$ cat config.mk
export PLATFORM = sky130hd
export DESIGN_NAME = dccr_regs
export DESIGN_NICKNAME = d
export VERILOG_FILES = /design/src/common/dccr_pkg.sv /design/src/design/dccr_regs.sv
export SDC_FILE = /design/constraint.sdc
export NUM_CORES = 1
export LEC_CHECK = 0
export ABC_AREA = 1
export BUFFER_PORTS_ARGS = -buffer_cell sky130_fd_sc_hd__buf_2
export CAP_MARGIN = 20
export CORE_ASPECT_RATIO = 2
export CORE_MARGIN = 4
export CORE_UTILIZATION = 32
export DETAILED_ROUTE_END_ITERATION = 7
export GPL_ROUTABILITY_DRIVEN = 0
export GPL_TIMING_DRIVEN = 0
export PLACE_DENSITY = 0.62
export RECOVER_POWER = 25
export SETUP_SLACK_MARGIN = 0.02
export SLEW_MARGIN = 25
export SYNTH_ARGS = -nofsm -noshare
export SYNTH_HDL_FRONTEND = slang
export SYNTH_SLANG_ARGS = --single-unit
export TNS_END_PERCENT = 100
$ cat constraint.sdc
create_clock -name clk_in -period 1.12 [get_ports clk_in]
set_clock_uncertainty 0.2 [all_clocks]
set_input_delay 0.112 -clock clk_in [delete_from_list [all_inputs] [get_ports clk_in]]
set_output_delay 0.112 -clock clk_in [all_outputs]
set_load 0.05 [all_outputs]
$ cat src/common/dccr_pkg.sv
package dccr_pkg;

  // Register map
  localparam logic [4:0] ANALOG_CONFIG_AND_IRQ_ADDR = 5'h0e;
  localparam logic [4:0] ACQ_MODE_CTRL_ADDR = 5'h0f;
  localparam logic [4:0] CALIBRATION_SERIAL_CTRL_ADDR = 5'h1c;
  localparam logic [4:0] ACQ_STATUS_ADDR = 5'h1d;

  // Values after reset
  localparam logic [7:0] ANALOG_CONFIG_AND_IRQ_RST = 8'h00;
  localparam logic [7:0] ACQ_MODE_CTRL_RST = 8'h00;
  localparam logic [7:0] CALIBRATION_SERIAL_CTRL_RST = 8'h00;
  localparam logic [7:0] READ_IDLE_VALUE = 8'h00;

  // Field positions in acq_mode_ctrl
  localparam int INTERVAL_SCAN_SELECT_POS = 0;
  localparam int DIFFERENTIAL_SEL_POS = 3;

  // Field positions in acq_status
  localparam int NVM_SERIAL_OUT_POS = 0;
  localparam int ACQ_COUNT_DONE_POS = 1;
  localparam int HALF_FULL_N_POS = 2;

  typedef struct packed {
    logic nvm_select;
    logic shared_serial_in;
    logic shared_serial_clk;
    logic trim_dac_load;
    logic dither_on;
    logic nvm_write_allow;
    logic [1:0] spare;
  } dccr_cal_t;

  typedef struct packed {
    logic scan_ascending;
    logic acq_done_irq_en;
    logic half_full_irq_en;
    logic spare;
    logic out1_range_sel;
    logic out0_range_sel;
    logic input_range_sel;
    logic single_ended_ref_sel;
  } dccr_cfg_t;

  typedef enum logic [1:0] {
    DCCR_MODE_REF_SE,
    DCCR_MODE_NONREF_SE,
    DCCR_MODE_DIFF
  } dccr_in_mode_t;

  typedef struct packed {
    dccr_cal_t cal;
    dccr_cfg_t cfg;
    logic [7:0] acq_mode;
    logic [7:0] rdata;
    logic acq_done_irq;
    logic half_full_irq;
    logic icclk;
    dccr_in_mode_t in_mode;
  } dccr_state_t;

endpackage

$ cat src/design/dccr_regs.sv
// Notes on behaviour
// - Interval-scan bit selects interval acquisition
// - Interval counter clock: pin or sample clock
// - Bit 7 selects EEPROM, pin active low
// - Bit 6 drives shared serial data
// - Bit 5 rising edge shifts data in
// - Bit 5 falling edge shifts EEPROM out
// - Bit 4 high loads selected trim DAC
// - Bit 3 enables dither noise
// - Config bit 7 sets scan direction
// - Bit 6 gates acquisition-done interrupt
// - Bit 5 gates FIFO half-full interrupt
// - Bit 3 sets second DAC range
// - Bit 2 sets first DAC range
// - Bit 1 sets ADC input range
// - Bit 0 picks nonreferenced single-ended mode
// - Calibration register write-only at 1C
// - Config register write-only at 0E
// - Differential bit overrides single-ended modes
// - Status 1D bit 0 shows EEPROM output
// - Half-full status low when half full
//
// The plain strobed port is this design's own decision.
`timescale 1ns/1ps
module dccr_regs (
  // Clock and reset
  input wire logic clk_in,
  input wire logic srst_in,
  // Register port
  input wire logic [4:0] addr_in,
  input wire logic [7:0] wdata_in,
  input wire logic wr_in,
  input wire logic rd_in,
  output logic [7:0] rdata_out,
  // Acquisition circuit status
  input wire logic acq_count_done_in,
  input wire logic half_full_n_in,
  input wire logic nvm_serial_out_in,
  // Clock routing sources
  input wire logic sample_clk_in,
  input wire logic interval_ext_clk_in,
  // Calibration serial lines
  output logic nvm_select_n_out,
  output logic shared_serial_in_out,
  output logic shared_serial_clk_out,
  output logic trim_dac_load_out,
  output logic nvm_write_allow_out,
  // Analog configuration
  output logic dither_on_out,
  output logic scan_ascending_out,
  output logic out1_range_sel_out,
  output logic out0_range_sel_out,
  output logic input_range_sel_out,
  output logic single_ended_ref_sel_out,
  output logic differential_sel_out,
  output dccr_pkg::dccr_in_mode_t input_mode_out,
  // Acquisition mode
  output logic interval_scan_select_out,
  output logic interval_counter_clock_out,
  // Interrupt requests
  output logic acq_done_irq_out,
  output logic half_full_irq_out
);

  dccr_pkg::dccr_state_t state_q;
  dccr_pkg::dccr_state_t state_d;

  logic wr_cal;
  logic wr_cfg;
  logic wr_mode;
  logic rd_status;
  logic interval_scan;
  logic differential;

  assign wr_cal = wr_in && (addr_in == dccr_pkg::CALIBRATION_SERIAL_CTRL_ADDR);
  assign wr_cfg = wr_in && (addr_in == dccr_pkg::ANALOG_CONFIG_AND_IRQ_ADDR);
  assign wr_mode = wr_in && (addr_in == dccr_pkg::ACQ_MODE_CTRL_ADDR);
  assign rd_status = rd_in && (addr_in == dccr_pkg::ACQ_STATUS_ADDR);

  assign interval_scan = state_q.acq_mode[dccr_pkg::INTERVAL_SCAN_SELECT_POS];
  assign differential = state_q.acq_mode[dccr_pkg::DIFFERENTIAL_SEL_POS];

  always_comb
  begin
    state_d = state_q;
    if (wr_cal)
    begin
      state_d.cal = dccr_pkg::dccr_cal_t'(wdata_in);
    end
    if (wr_cfg)
    begin
      state_d.cfg = dccr_pkg::dccr_cfg_t'(wdata_in);
    end
    if (wr_mode)
    begin
      state_d.acq_mode = wdata_in;
    end
    // Write-only registers and unmapped addresses read as zero
    state_d.rdata = dccr_pkg::READ_IDLE_VALUE;
    if (rd_status)
    begin
      state_d.rdata[dccr_pkg::NVM_SERIAL_OUT_POS] = nvm_serial_out_in;
      state_d.rdata[dccr_pkg::ACQ_COUNT_DONE_POS] = acq_count_done_in;
      state_d.rdata[dccr_pkg::HALF_FULL_N_POS] = half_full_n_in;
    end
    state_d.acq_done_irq = state_q.cfg.acq_done_irq_en && acq_count_done_in;
    state_d.half_full_irq = state_q.cfg.half_full_irq_en && !half_full_n_in;
    state_d.icclk = interval_scan ? sample_clk_in : interval_ext_clk_in;
    if (differential)
    begin
      state_d.in_mode = dccr_pkg::DCCR_MODE_DIFF;
    end
    else if (state_q.cfg.single_ended_ref_sel)
    begin
      state_d.in_mode = dccr_pkg::DCCR_MODE_NONREF_SE;
    end
    else
    begin
      state_d.in_mode = dccr_pkg::DCCR_MODE_REF_SE;
    end
  end

  always_ff @(posedge clk_in)
  begin
    if (srst_in)
    begin
      state_q.cal <= dccr_pkg::dccr_cal_t'(dccr_pkg::CALIBRATION_SERIAL_CTRL_RST);
      state_q.cfg <= dccr_pkg::dccr_cfg_t'(dccr_pkg::ANALOG_CONFIG_AND_IRQ_RST);
      state_q.acq_mode <= dccr_pkg::ACQ_MODE_CTRL_RST;
      state_q.rdata <= dccr_pkg::READ_IDLE_VALUE;
      state_q.acq_done_irq <= 1'b0;
      state_q.half_full_irq <= 1'b0;
      state_q.icclk <= 1'b0;
      state_q.in_mode <= dccr_pkg::DCCR_MODE_REF_SE;
    end
    else
    begin
      state_q <= state_d;
    end
  end

  assign rdata_out = state_q.rdata;

  assign nvm_select_n_out = !state_q.cal.nvm_select;
  assign shared_serial_in_out = state_q.cal.shared_serial_in;
  // Serial clock as written, edges made by software
  assign shared_serial_clk_out = state_q.cal.shared_serial_clk;
  assign trim_dac_load_out = state_q.cal.trim_dac_load;
  assign nvm_write_allow_out = state_q.cal.nvm_write_allow;
  assign dither_on_out = state_q.cal.dither_on;
  assign scan_ascending_out = state_q.cfg.scan_ascending;
  assign out1_range_sel_out = state_q.cfg.out1_range_sel;
  assign out0_range_sel_out = state_q.cfg.out0_range_sel;
  assign input_range_sel_out = state_q.cfg.input_range_sel;
  assign single_ended_ref_sel_out = state_q.cfg.single_ended_ref_sel;
  assign differential_sel_out = differential;
  assign input_mode_out = state_q.in_mode;
  assign interval_scan_select_out = interval_scan;
  assign interval_counter_clock_out = state_q.icclk;
  assign acq_done_irq_out = state_q.acq_done_irq;
  assign half_full_irq_out = state_q.half_full_irq;
endmodule

==> qor.json, run 1 <==
{
  "outcome": {
    "outcome": "complete, no violations"
  },
  "finish": {
    "layoutNonFillerInstCount": 236,
    "layout-drive-gt1-share_pct": 42.0,
    "syn_to_final_growth_pct": 56.6,
    "final_design_area_no_fill_sq_um": 1670,
    "multi_input_gate_area_in_the_final_layout_sq_um": 420,
    "antenna_cells_inserted": 0,
    "nets": 228,
    "register_area_sq_um": 482,
    "nFillCells": 328
  },
  "worst_setup_path": {
    "timing.critical_path.from_type": "flop",
    "critical_path_peak_fanout": 2,
    "setup.worst_path.end": "nvm_select_n_out",
    "startpoint": "state_q[36]",
    "critPathCaptureType": "primary output",
    "critical_path.reg2reg.endpoint": "single_ended_ref_sel_out",
    "r2r_setup_slack_ns": 0.19,
    "required_time_of_the_critical_path_ns": 0.81,
    "cp_data_arrival_time_ns": 0.78,
    "criticalPathCategory": "reg -> out",
    "r2r-start": "single_ended_ref_sel_out",
    "worst_r2r_path_depth": 3
  },
  "clock_tree": {
    "clock_sinks": 23,
    "clock_insertion_delay_worst_skew_ns": 0.26,
    "cts_inserted_buffers": 3,
    "clockRootBuffer": "clkbuf_8",
    "htreeDepth": 1,
    "clock_pin_slew_of_the_registers_on_the_worst_case_setup_and_hold_paths_ns": 0.08,
    "cts_tree": "done",
    "cts_buffer_depth": 2
  },
  "sta": {
    "layout_worst_path_cycle_share_pct": 97.3,
    "unrepaired_setup_endpoints_after_global_routing": "yes",
    "setup-violations-final": 0,
    "post-route-worst-setup-slack_ns": 0.0298,
    "achievable-frequency_mhz": 917,
    "min_period_ns": 1.09,
    "setup_total_negative_slack_ns": 0,
    "drv_slew": 0,
    "final-hold-violation-count": 0
  },
  "grt": {
    "grt_use_total_pct": 11.8,
    "pin_count_of_the_biggest_net_entering_global_routing": 14,
    "gr-total-overflow": 0,
    "number_of_antenna_violations_at_the_first_check_in_global_routing": 0,
    "first_pass_grt_wire_length_mm": 4.28,
    "grt_pass1_vias": 1029
  },
  "hold_path": {
    "holdCritPathClass": "in -> reg"
  },
  "place": {
    "place_inst": 223,
    "postPlaceCellArea_sq_um": 1340,
    "post-place-ws_ns": -0.0604,
    "portBuffers": 42,
    "detailedPlacementHpwl_mm": 1.91
  },
  "power_and_ir_drop": {
    "sw_frac_of_total_pct": 26.7,
    "netSwitchingPower_uw": 436,
    "seq_power_share_pct": 51.0,
    "power.density_nw_per_um2": 975,
    "power.leakage_uw": 0.000815,
    "worst_ir_drop_vdd_uv": 593,
    "power.combinational.fraction_pct": 18.0,
    "power.share.clock_pct": 30.9,
    "p_int_uw": 1200
  },
  "synthesis": {
    "synthMostInstantiatedCell": "nor2_1",
    "ys.flop_type": "dfxtp_1",
    "synth.lib_cells_used.distinct": 18,
    "async_reset_ff_share_pct": 0,
    "synthesis.yosys.warnings": 0,
    "syn-mean-instance-area_sq_um": 7.32,
    "synth_sequential_area_ratio_pct": 43.1,
    "synth.top_cells.by_count": "26 x nor2_1, 23 x dfxtp_1, 23 x nand2_1",
    "synthesis.instances": 146,
    "ys_top_cells_by_area": "dfxtp_1 43%, nor2_1 9.1%, nand2_1 8.1%, buf_4 7.7%, nand3_1 7.5%",
    "synth_top_area_share_pct": 43.1,
    "ys_seq_elements": 23,
    "synth_largest_area_cell": "dfxtp_1",
    "synth.cell_area_sq_um": 1070,
    "synth_edf_count": 0
  },
  "drt": {
    "route.detailed.drc": 0,
    "route.detailed.vias_per_inst": 4.42,
    "first_pass_iters": 4,
    "via_count": 1043,
    "drt_iter0_markers": 2,
    "wl_per_cell_um": 10.7,
    "routed_wl_mm": 2.53,
    "antenna_left": 0
  },
  "die": {
    "floorplan.initialDensity_pct": 33.5,
    "std_cell_rows": 29,
    "num_io_pins": 48,
    "core_sq_um": 3190,
    "die_area_sq_um": 4380,
    "die_x_um": 48.9,
    "die_height_um": 89.7
  },
  "flow_run": {
    "maxCapViolations": 0
  }
}
[layout make-up]
type / count / area share [%]
buffer: 10 / 5.24
clock buffer: 3 / 2.47
clock inverter: 1 / 0.299
inverter: 22 / 4.94
multi-input combinational: 90 / 25.1
sequential: 23 / 28.8
tap: 31 / 2.32
timing repair buffer: 56 / 30.8
[routing by layer]
layer  vias up  GRT usage [%]  wire (um)
met5         -              0          0
met3         4           2.15        105
met1       470           10.6        841
met4         0           4.04         42
li1        550              -          -
met2        19           24.1       1540
[power groups by stage]
stage	clock, uW	combinational (uW)	sequential [uW]
6_report	505	294	832
5_1_grt	554	321	833
4_1_cts	519	292	834
3_5_place_dp	0	247	851
3_3_place_gp	0	247	851
2_1_floorplan	0	147	879
[what timing repair did]
item,in CTS,in global routing
endpoints found under the setup margin,21,17
hold buffers,13,0
resized for setup,51,22
endpoints found under the hold margin,17,0
buffers inserted,0,2
[worst max-delay path, stage by stage, from the launching register on]
cell     delay, ns
dfxtp_2       0.33
inv_2         0.05
buf_8         0.13
[worst min path at each step]
stage | startpoint | to | slack [ns] | depth (start not counted)
4_1_cts | srst_in | rdata_out[0] | 0.01 | 4
2_1_floorplan | srst_in | half_full_irq_out | -0.02 | 1
3_5_place_dp | nvm_serial_out_in | rdata_out[0] | 0.14 | 3
6_report | addr_in[0] | rdata_out[0] | 0.008 | 3
5_1_grt | wdata_in[3] | out1_range_sel_out | 0.05 | 5
3_3_place_gp | nvm_serial_out_in | rdata_out[0] | 0.14 | 3
[logic make-up after synthesis]
group,share of synthesized area (%)
compound gates,7.96
buf+inv,19.4
other cells,0.351
simple gates,29.2
flops,43.1
[cells in the final DEF (no fill, tap or decap), drive strengths merged, types with 5 or more instances in the layout]
master | synthesis | layout
buf | 15 | 50
nor2 | 29 | 29
nand2 | 25 | 25
dfxtp | 23 | 23
inv | 22 | 22
nand3 | 16 | 16
dlygate4sd3 | 0 | 13
a21oi | 13 | 13
clkbuf | 0 | 6
conb | 1 | 5
[per-stage QoR]
stage	hold slack (ns)	power, uW	util (%)
after floorplan	-0.0165	1030	-
after global placement	0.137	1100	41.8
after detailed placement	0.143	1100	41.8
after CTS	0.0117	1650	50.7
after global routing	0.0473	1710	52.4
final	0.00810	1630	52.4
(Power assumes the default switching activity.)
==> run 2: changes to the inputs <==
--- a/config.mk
+++ b/config.mk
@@ -8,15 +8,18 @@
 export ABC_AREA = 1
 export BUFFER_PORTS_ARGS = -buffer_cell sky130_fd_sc_hd__buf_2
 export CAP_MARGIN = 20
+export CELL_PAD_IN_SITES_DETAIL_PLACEMENT = 1
+export CELL_PAD_IN_SITES_GLOBAL_PLACEMENT = 1
 export CORE_ASPECT_RATIO = 2
 export CORE_MARGIN = 4
-export CORE_UTILIZATION = 32
+export CORE_UTILIZATION = 31
 export DETAILED_ROUTE_END_ITERATION = 7
 export GPL_ROUTABILITY_DRIVEN = 0
 export GPL_TIMING_DRIVEN = 0
-export PLACE_DENSITY = 0.62
+export PLACE_DENSITY = 0.81
 export RECOVER_POWER = 25
 export SETUP_SLACK_MARGIN = 0.02
+export SKIP_CTS_REPAIR_TIMING = 1
 export SLEW_MARGIN = 25
 export SYNTH_ARGS = -nofsm -noshare
 export SYNTH_HDL_FRONTEND = slang
==> run 2 against run 1 <==
  * The run now ends with negative hold slack left
  * Clock-buffer cell count increased by 1
  * Global-route usage grew 0.68 points
  * Flip-flop and latch count is the same
  * Worst setup slack worse by 0.0067 ns
  * Fmax fell by 0.61%
  * Die area is 2.8% higher
  * Clock power rose by 1%
  * Cell count decreased by 3.0%
  * First-iteration DRC count grew to 5.0 times the previous value
  * Via count up 1.9%
  * Largest cell class unchanged
  * Largest power group unchanged
==> qor.json, run 2 (synthesis results as in run 1) <==
{
  "worst_setup_path": {
    "critical_path_peak_fanout": 3,
    "critPathTopFamily": "flip-flops",
    "timing.critical_path.from_type": "flop",
    "worst_r2r_path_depth": 3,
    "required_time_of_the_critical_path_ns": 0.81,
    "critPathCaptureType": "primary output",
    "criticalPathCategory": "reg -> out",
    "crit_cells": 1,
    "slowest_stage": "dfxtp_4",
    "cp_data_arrival_time_ns": 0.78,
    "critical_path_buf_inv_count": 1,
    "cp_cell_sequence": "buf_8",
    "largest_stage_delay_on_the_critical_path_ns": 0.38
  },
  "drt": {
    "route.detailed.vias_per_inst": 4.64,
    "first_pass_iters": 2,
    "routed_wl_mm": 2.90,
    "via_count": 1063,
    "antenna_left": 0,
    "route.detailed.drc": 0,
    "wl_per_cell_um": 12.7,
    "drt_iter0_markers": 10
  },
  "grt": {
    "number_of_antenna_violations_at_the_first_check_in_global_routing": 0,
    "grt_pass1_vias": 1060,
    "gr-total-overflow": 0,
    "pin_count_of_the_biggest_net_entering_global_routing": 13,
    "grt_use_total_pct": 12.5,
    "first_pass_grt_wire_length_mm": 4.47
  },
  "finish": {
    "nets": 221,
    "layout-drive-gt1-share_pct": 42.4,
    "syn_to_final_growth_pct": 49.5,
    "antenna_cells_inserted": 0,
    "most-common-layout-cells": "26 x nor2_1, 23 x nand2_1, 20 x inv_1",
    "final_common_cell": "nor2_1",
    "finalCoreUtilization_pct": 49.5,
    "final_design_area_no_fill_sq_um": 1600
  },
  "clock_tree": {
    "cts_tree": "done",
    "cts_buffer_depth": 2,
    "clock_insertion_delay_worst_skew_ns": 0.26,
    "clockRootBuffer": "clkbuf_8",
    "htreeDepth": 1,
    "cts_inserted_buffers": 3,
    "clock_sinks": 23,
    "clock_pin_slew_of_the_registers_on_the_worst_case_setup_and_hold_paths_ns": 0.08
  },
  "power_and_ir_drop": {
    "sw_frac_of_total_pct": 26.8,
    "power.share.clock_pct": 31.5,
    "worst_ir_drop_vdd_uv": 654,
    "power.combinational.fraction_pct": 17.2,
    "netSwitchingPower_uw": 435,
    "power.leakage_uw": 0.000790,
    "p_int_uw": 1190,
    "power.density_nw_per_um2": 1010,
    "post-layout-total-power_uw": 1620,
    "seq_power_share_pct": 51.4
  },
  "die": {
    "die_area_sq_um": 4510,
    "floorplan.initialDensity_pct": 33.1,
    "std_cell_rows": 29,
    "die_height_um": 91.0,
    "num_io_pins": 48,
    "die_x_um": 49.5,
    "core_sq_um": 3230
  },
  "sta": {
    "fin_hold_ws_ns": -0.0320,
    "layout_worst_path_cycle_share_pct": 97.9,
    "drv_slew": 0,
    "setup-violations-final": 0,
    "post-route-worst-setup-slack_ns": 0.0231,
    "unrepaired_setup_endpoints_after_global_routing": "yes",
    "final-hold-violation-count": 9,
    "min_period_ns": 1.10,
    "achievable-frequency_mhz": 912
  },
  "flow_run": {
    "maxCapViolations": 0
  },
  "place": {
    "postPlaceCellArea_sq_um": 1340,
    "detailedPlacementHpwl_mm": 2.19,
    "post-place-ws_ns": -0.0722,
    "portBuffers": 42
  },
  "hold_path": {
    "holdCritPathClass": "in -> reg",
    "min_path_cells": 5
  },
  "outcome": {
    "violated_checks": "negative hold slack",
    "outcome": "finished with violations"
  }
}
-- run 2: changes by cell type in the layout (fill, tap and decap cells not counted), moves of 3 or more --
cell | previous run | this run
dlygate4sd3_1 | 13 | 6
dfxtp_1 | 8 | 4
dfxtp_2 | 14 | 18
inv_1 | 16 | 20
inv_2 | 6 | 2
buf_4 | 9 | 6
-- run 2: routing by layer --
layer	GRT usage (%)	vias to the layer above	share of wire, %
met1	11.1	506	32
met4	5.54	0	1.3
li1	-	534	-
met5	0	-	0
met3	2.13	4	3.9
met2	25.6	19	62
-- run 2: power by group through the flow --
stage | registers, uW | clock network [uW] | logic (uW)
after floorplan | 879 | 0 | 147
after global placement | 851 | 0 | 247
after detailed placement | 851 | 0 | 250
after CTS | 832 | 536 | 251
after global routing | 834 | 563 | 308
final | 833 | 510 | 278
-- run 2: path summary, 6_finish.rpt --
kind / end / start / slack [ns]
max reg2reg: out0_range_sel_out / out0_range_sel_out / 0.23
min: trim_dac_load_out / wdata_in[4] / -0.03
max: single_ended_ref_sel_out / single_ended_ref_sel_out / 0.02
min reg2reg: half_full_irq_out / state_q[26] / 0.23
-- run 2: worst min-delay path, stage by stage --
cell,delay [ns]
buf_2,0.07
inv_1,0.03
nand3_1,0.06
nand2_1,0.04
nor2_1,0.07
-- run 2: metrics by stage --
stage | hold slack [ns] | instances | TNS [ns]
after global routing | 0.0242 | 229 | -0.0159
after floorplan | -0.0165 | 150 | 0
after detailed placement | 0.137 | 223 | -0.469
after CTS | -0.144 | 227 | -1.60
final | -0.0320 | 229 | 0
after global placement | 0.128 | 223 | -0.361
-- run 2: area by class of cell --
type	instances	area, sq um
fill	408	1630
sequential	23	487
timing repair buffer	49	445
multi-input combinational	90	415
buffer	10	83.8
inverter	22	82.6
clock buffer	4	45.0
tap	31	38.8
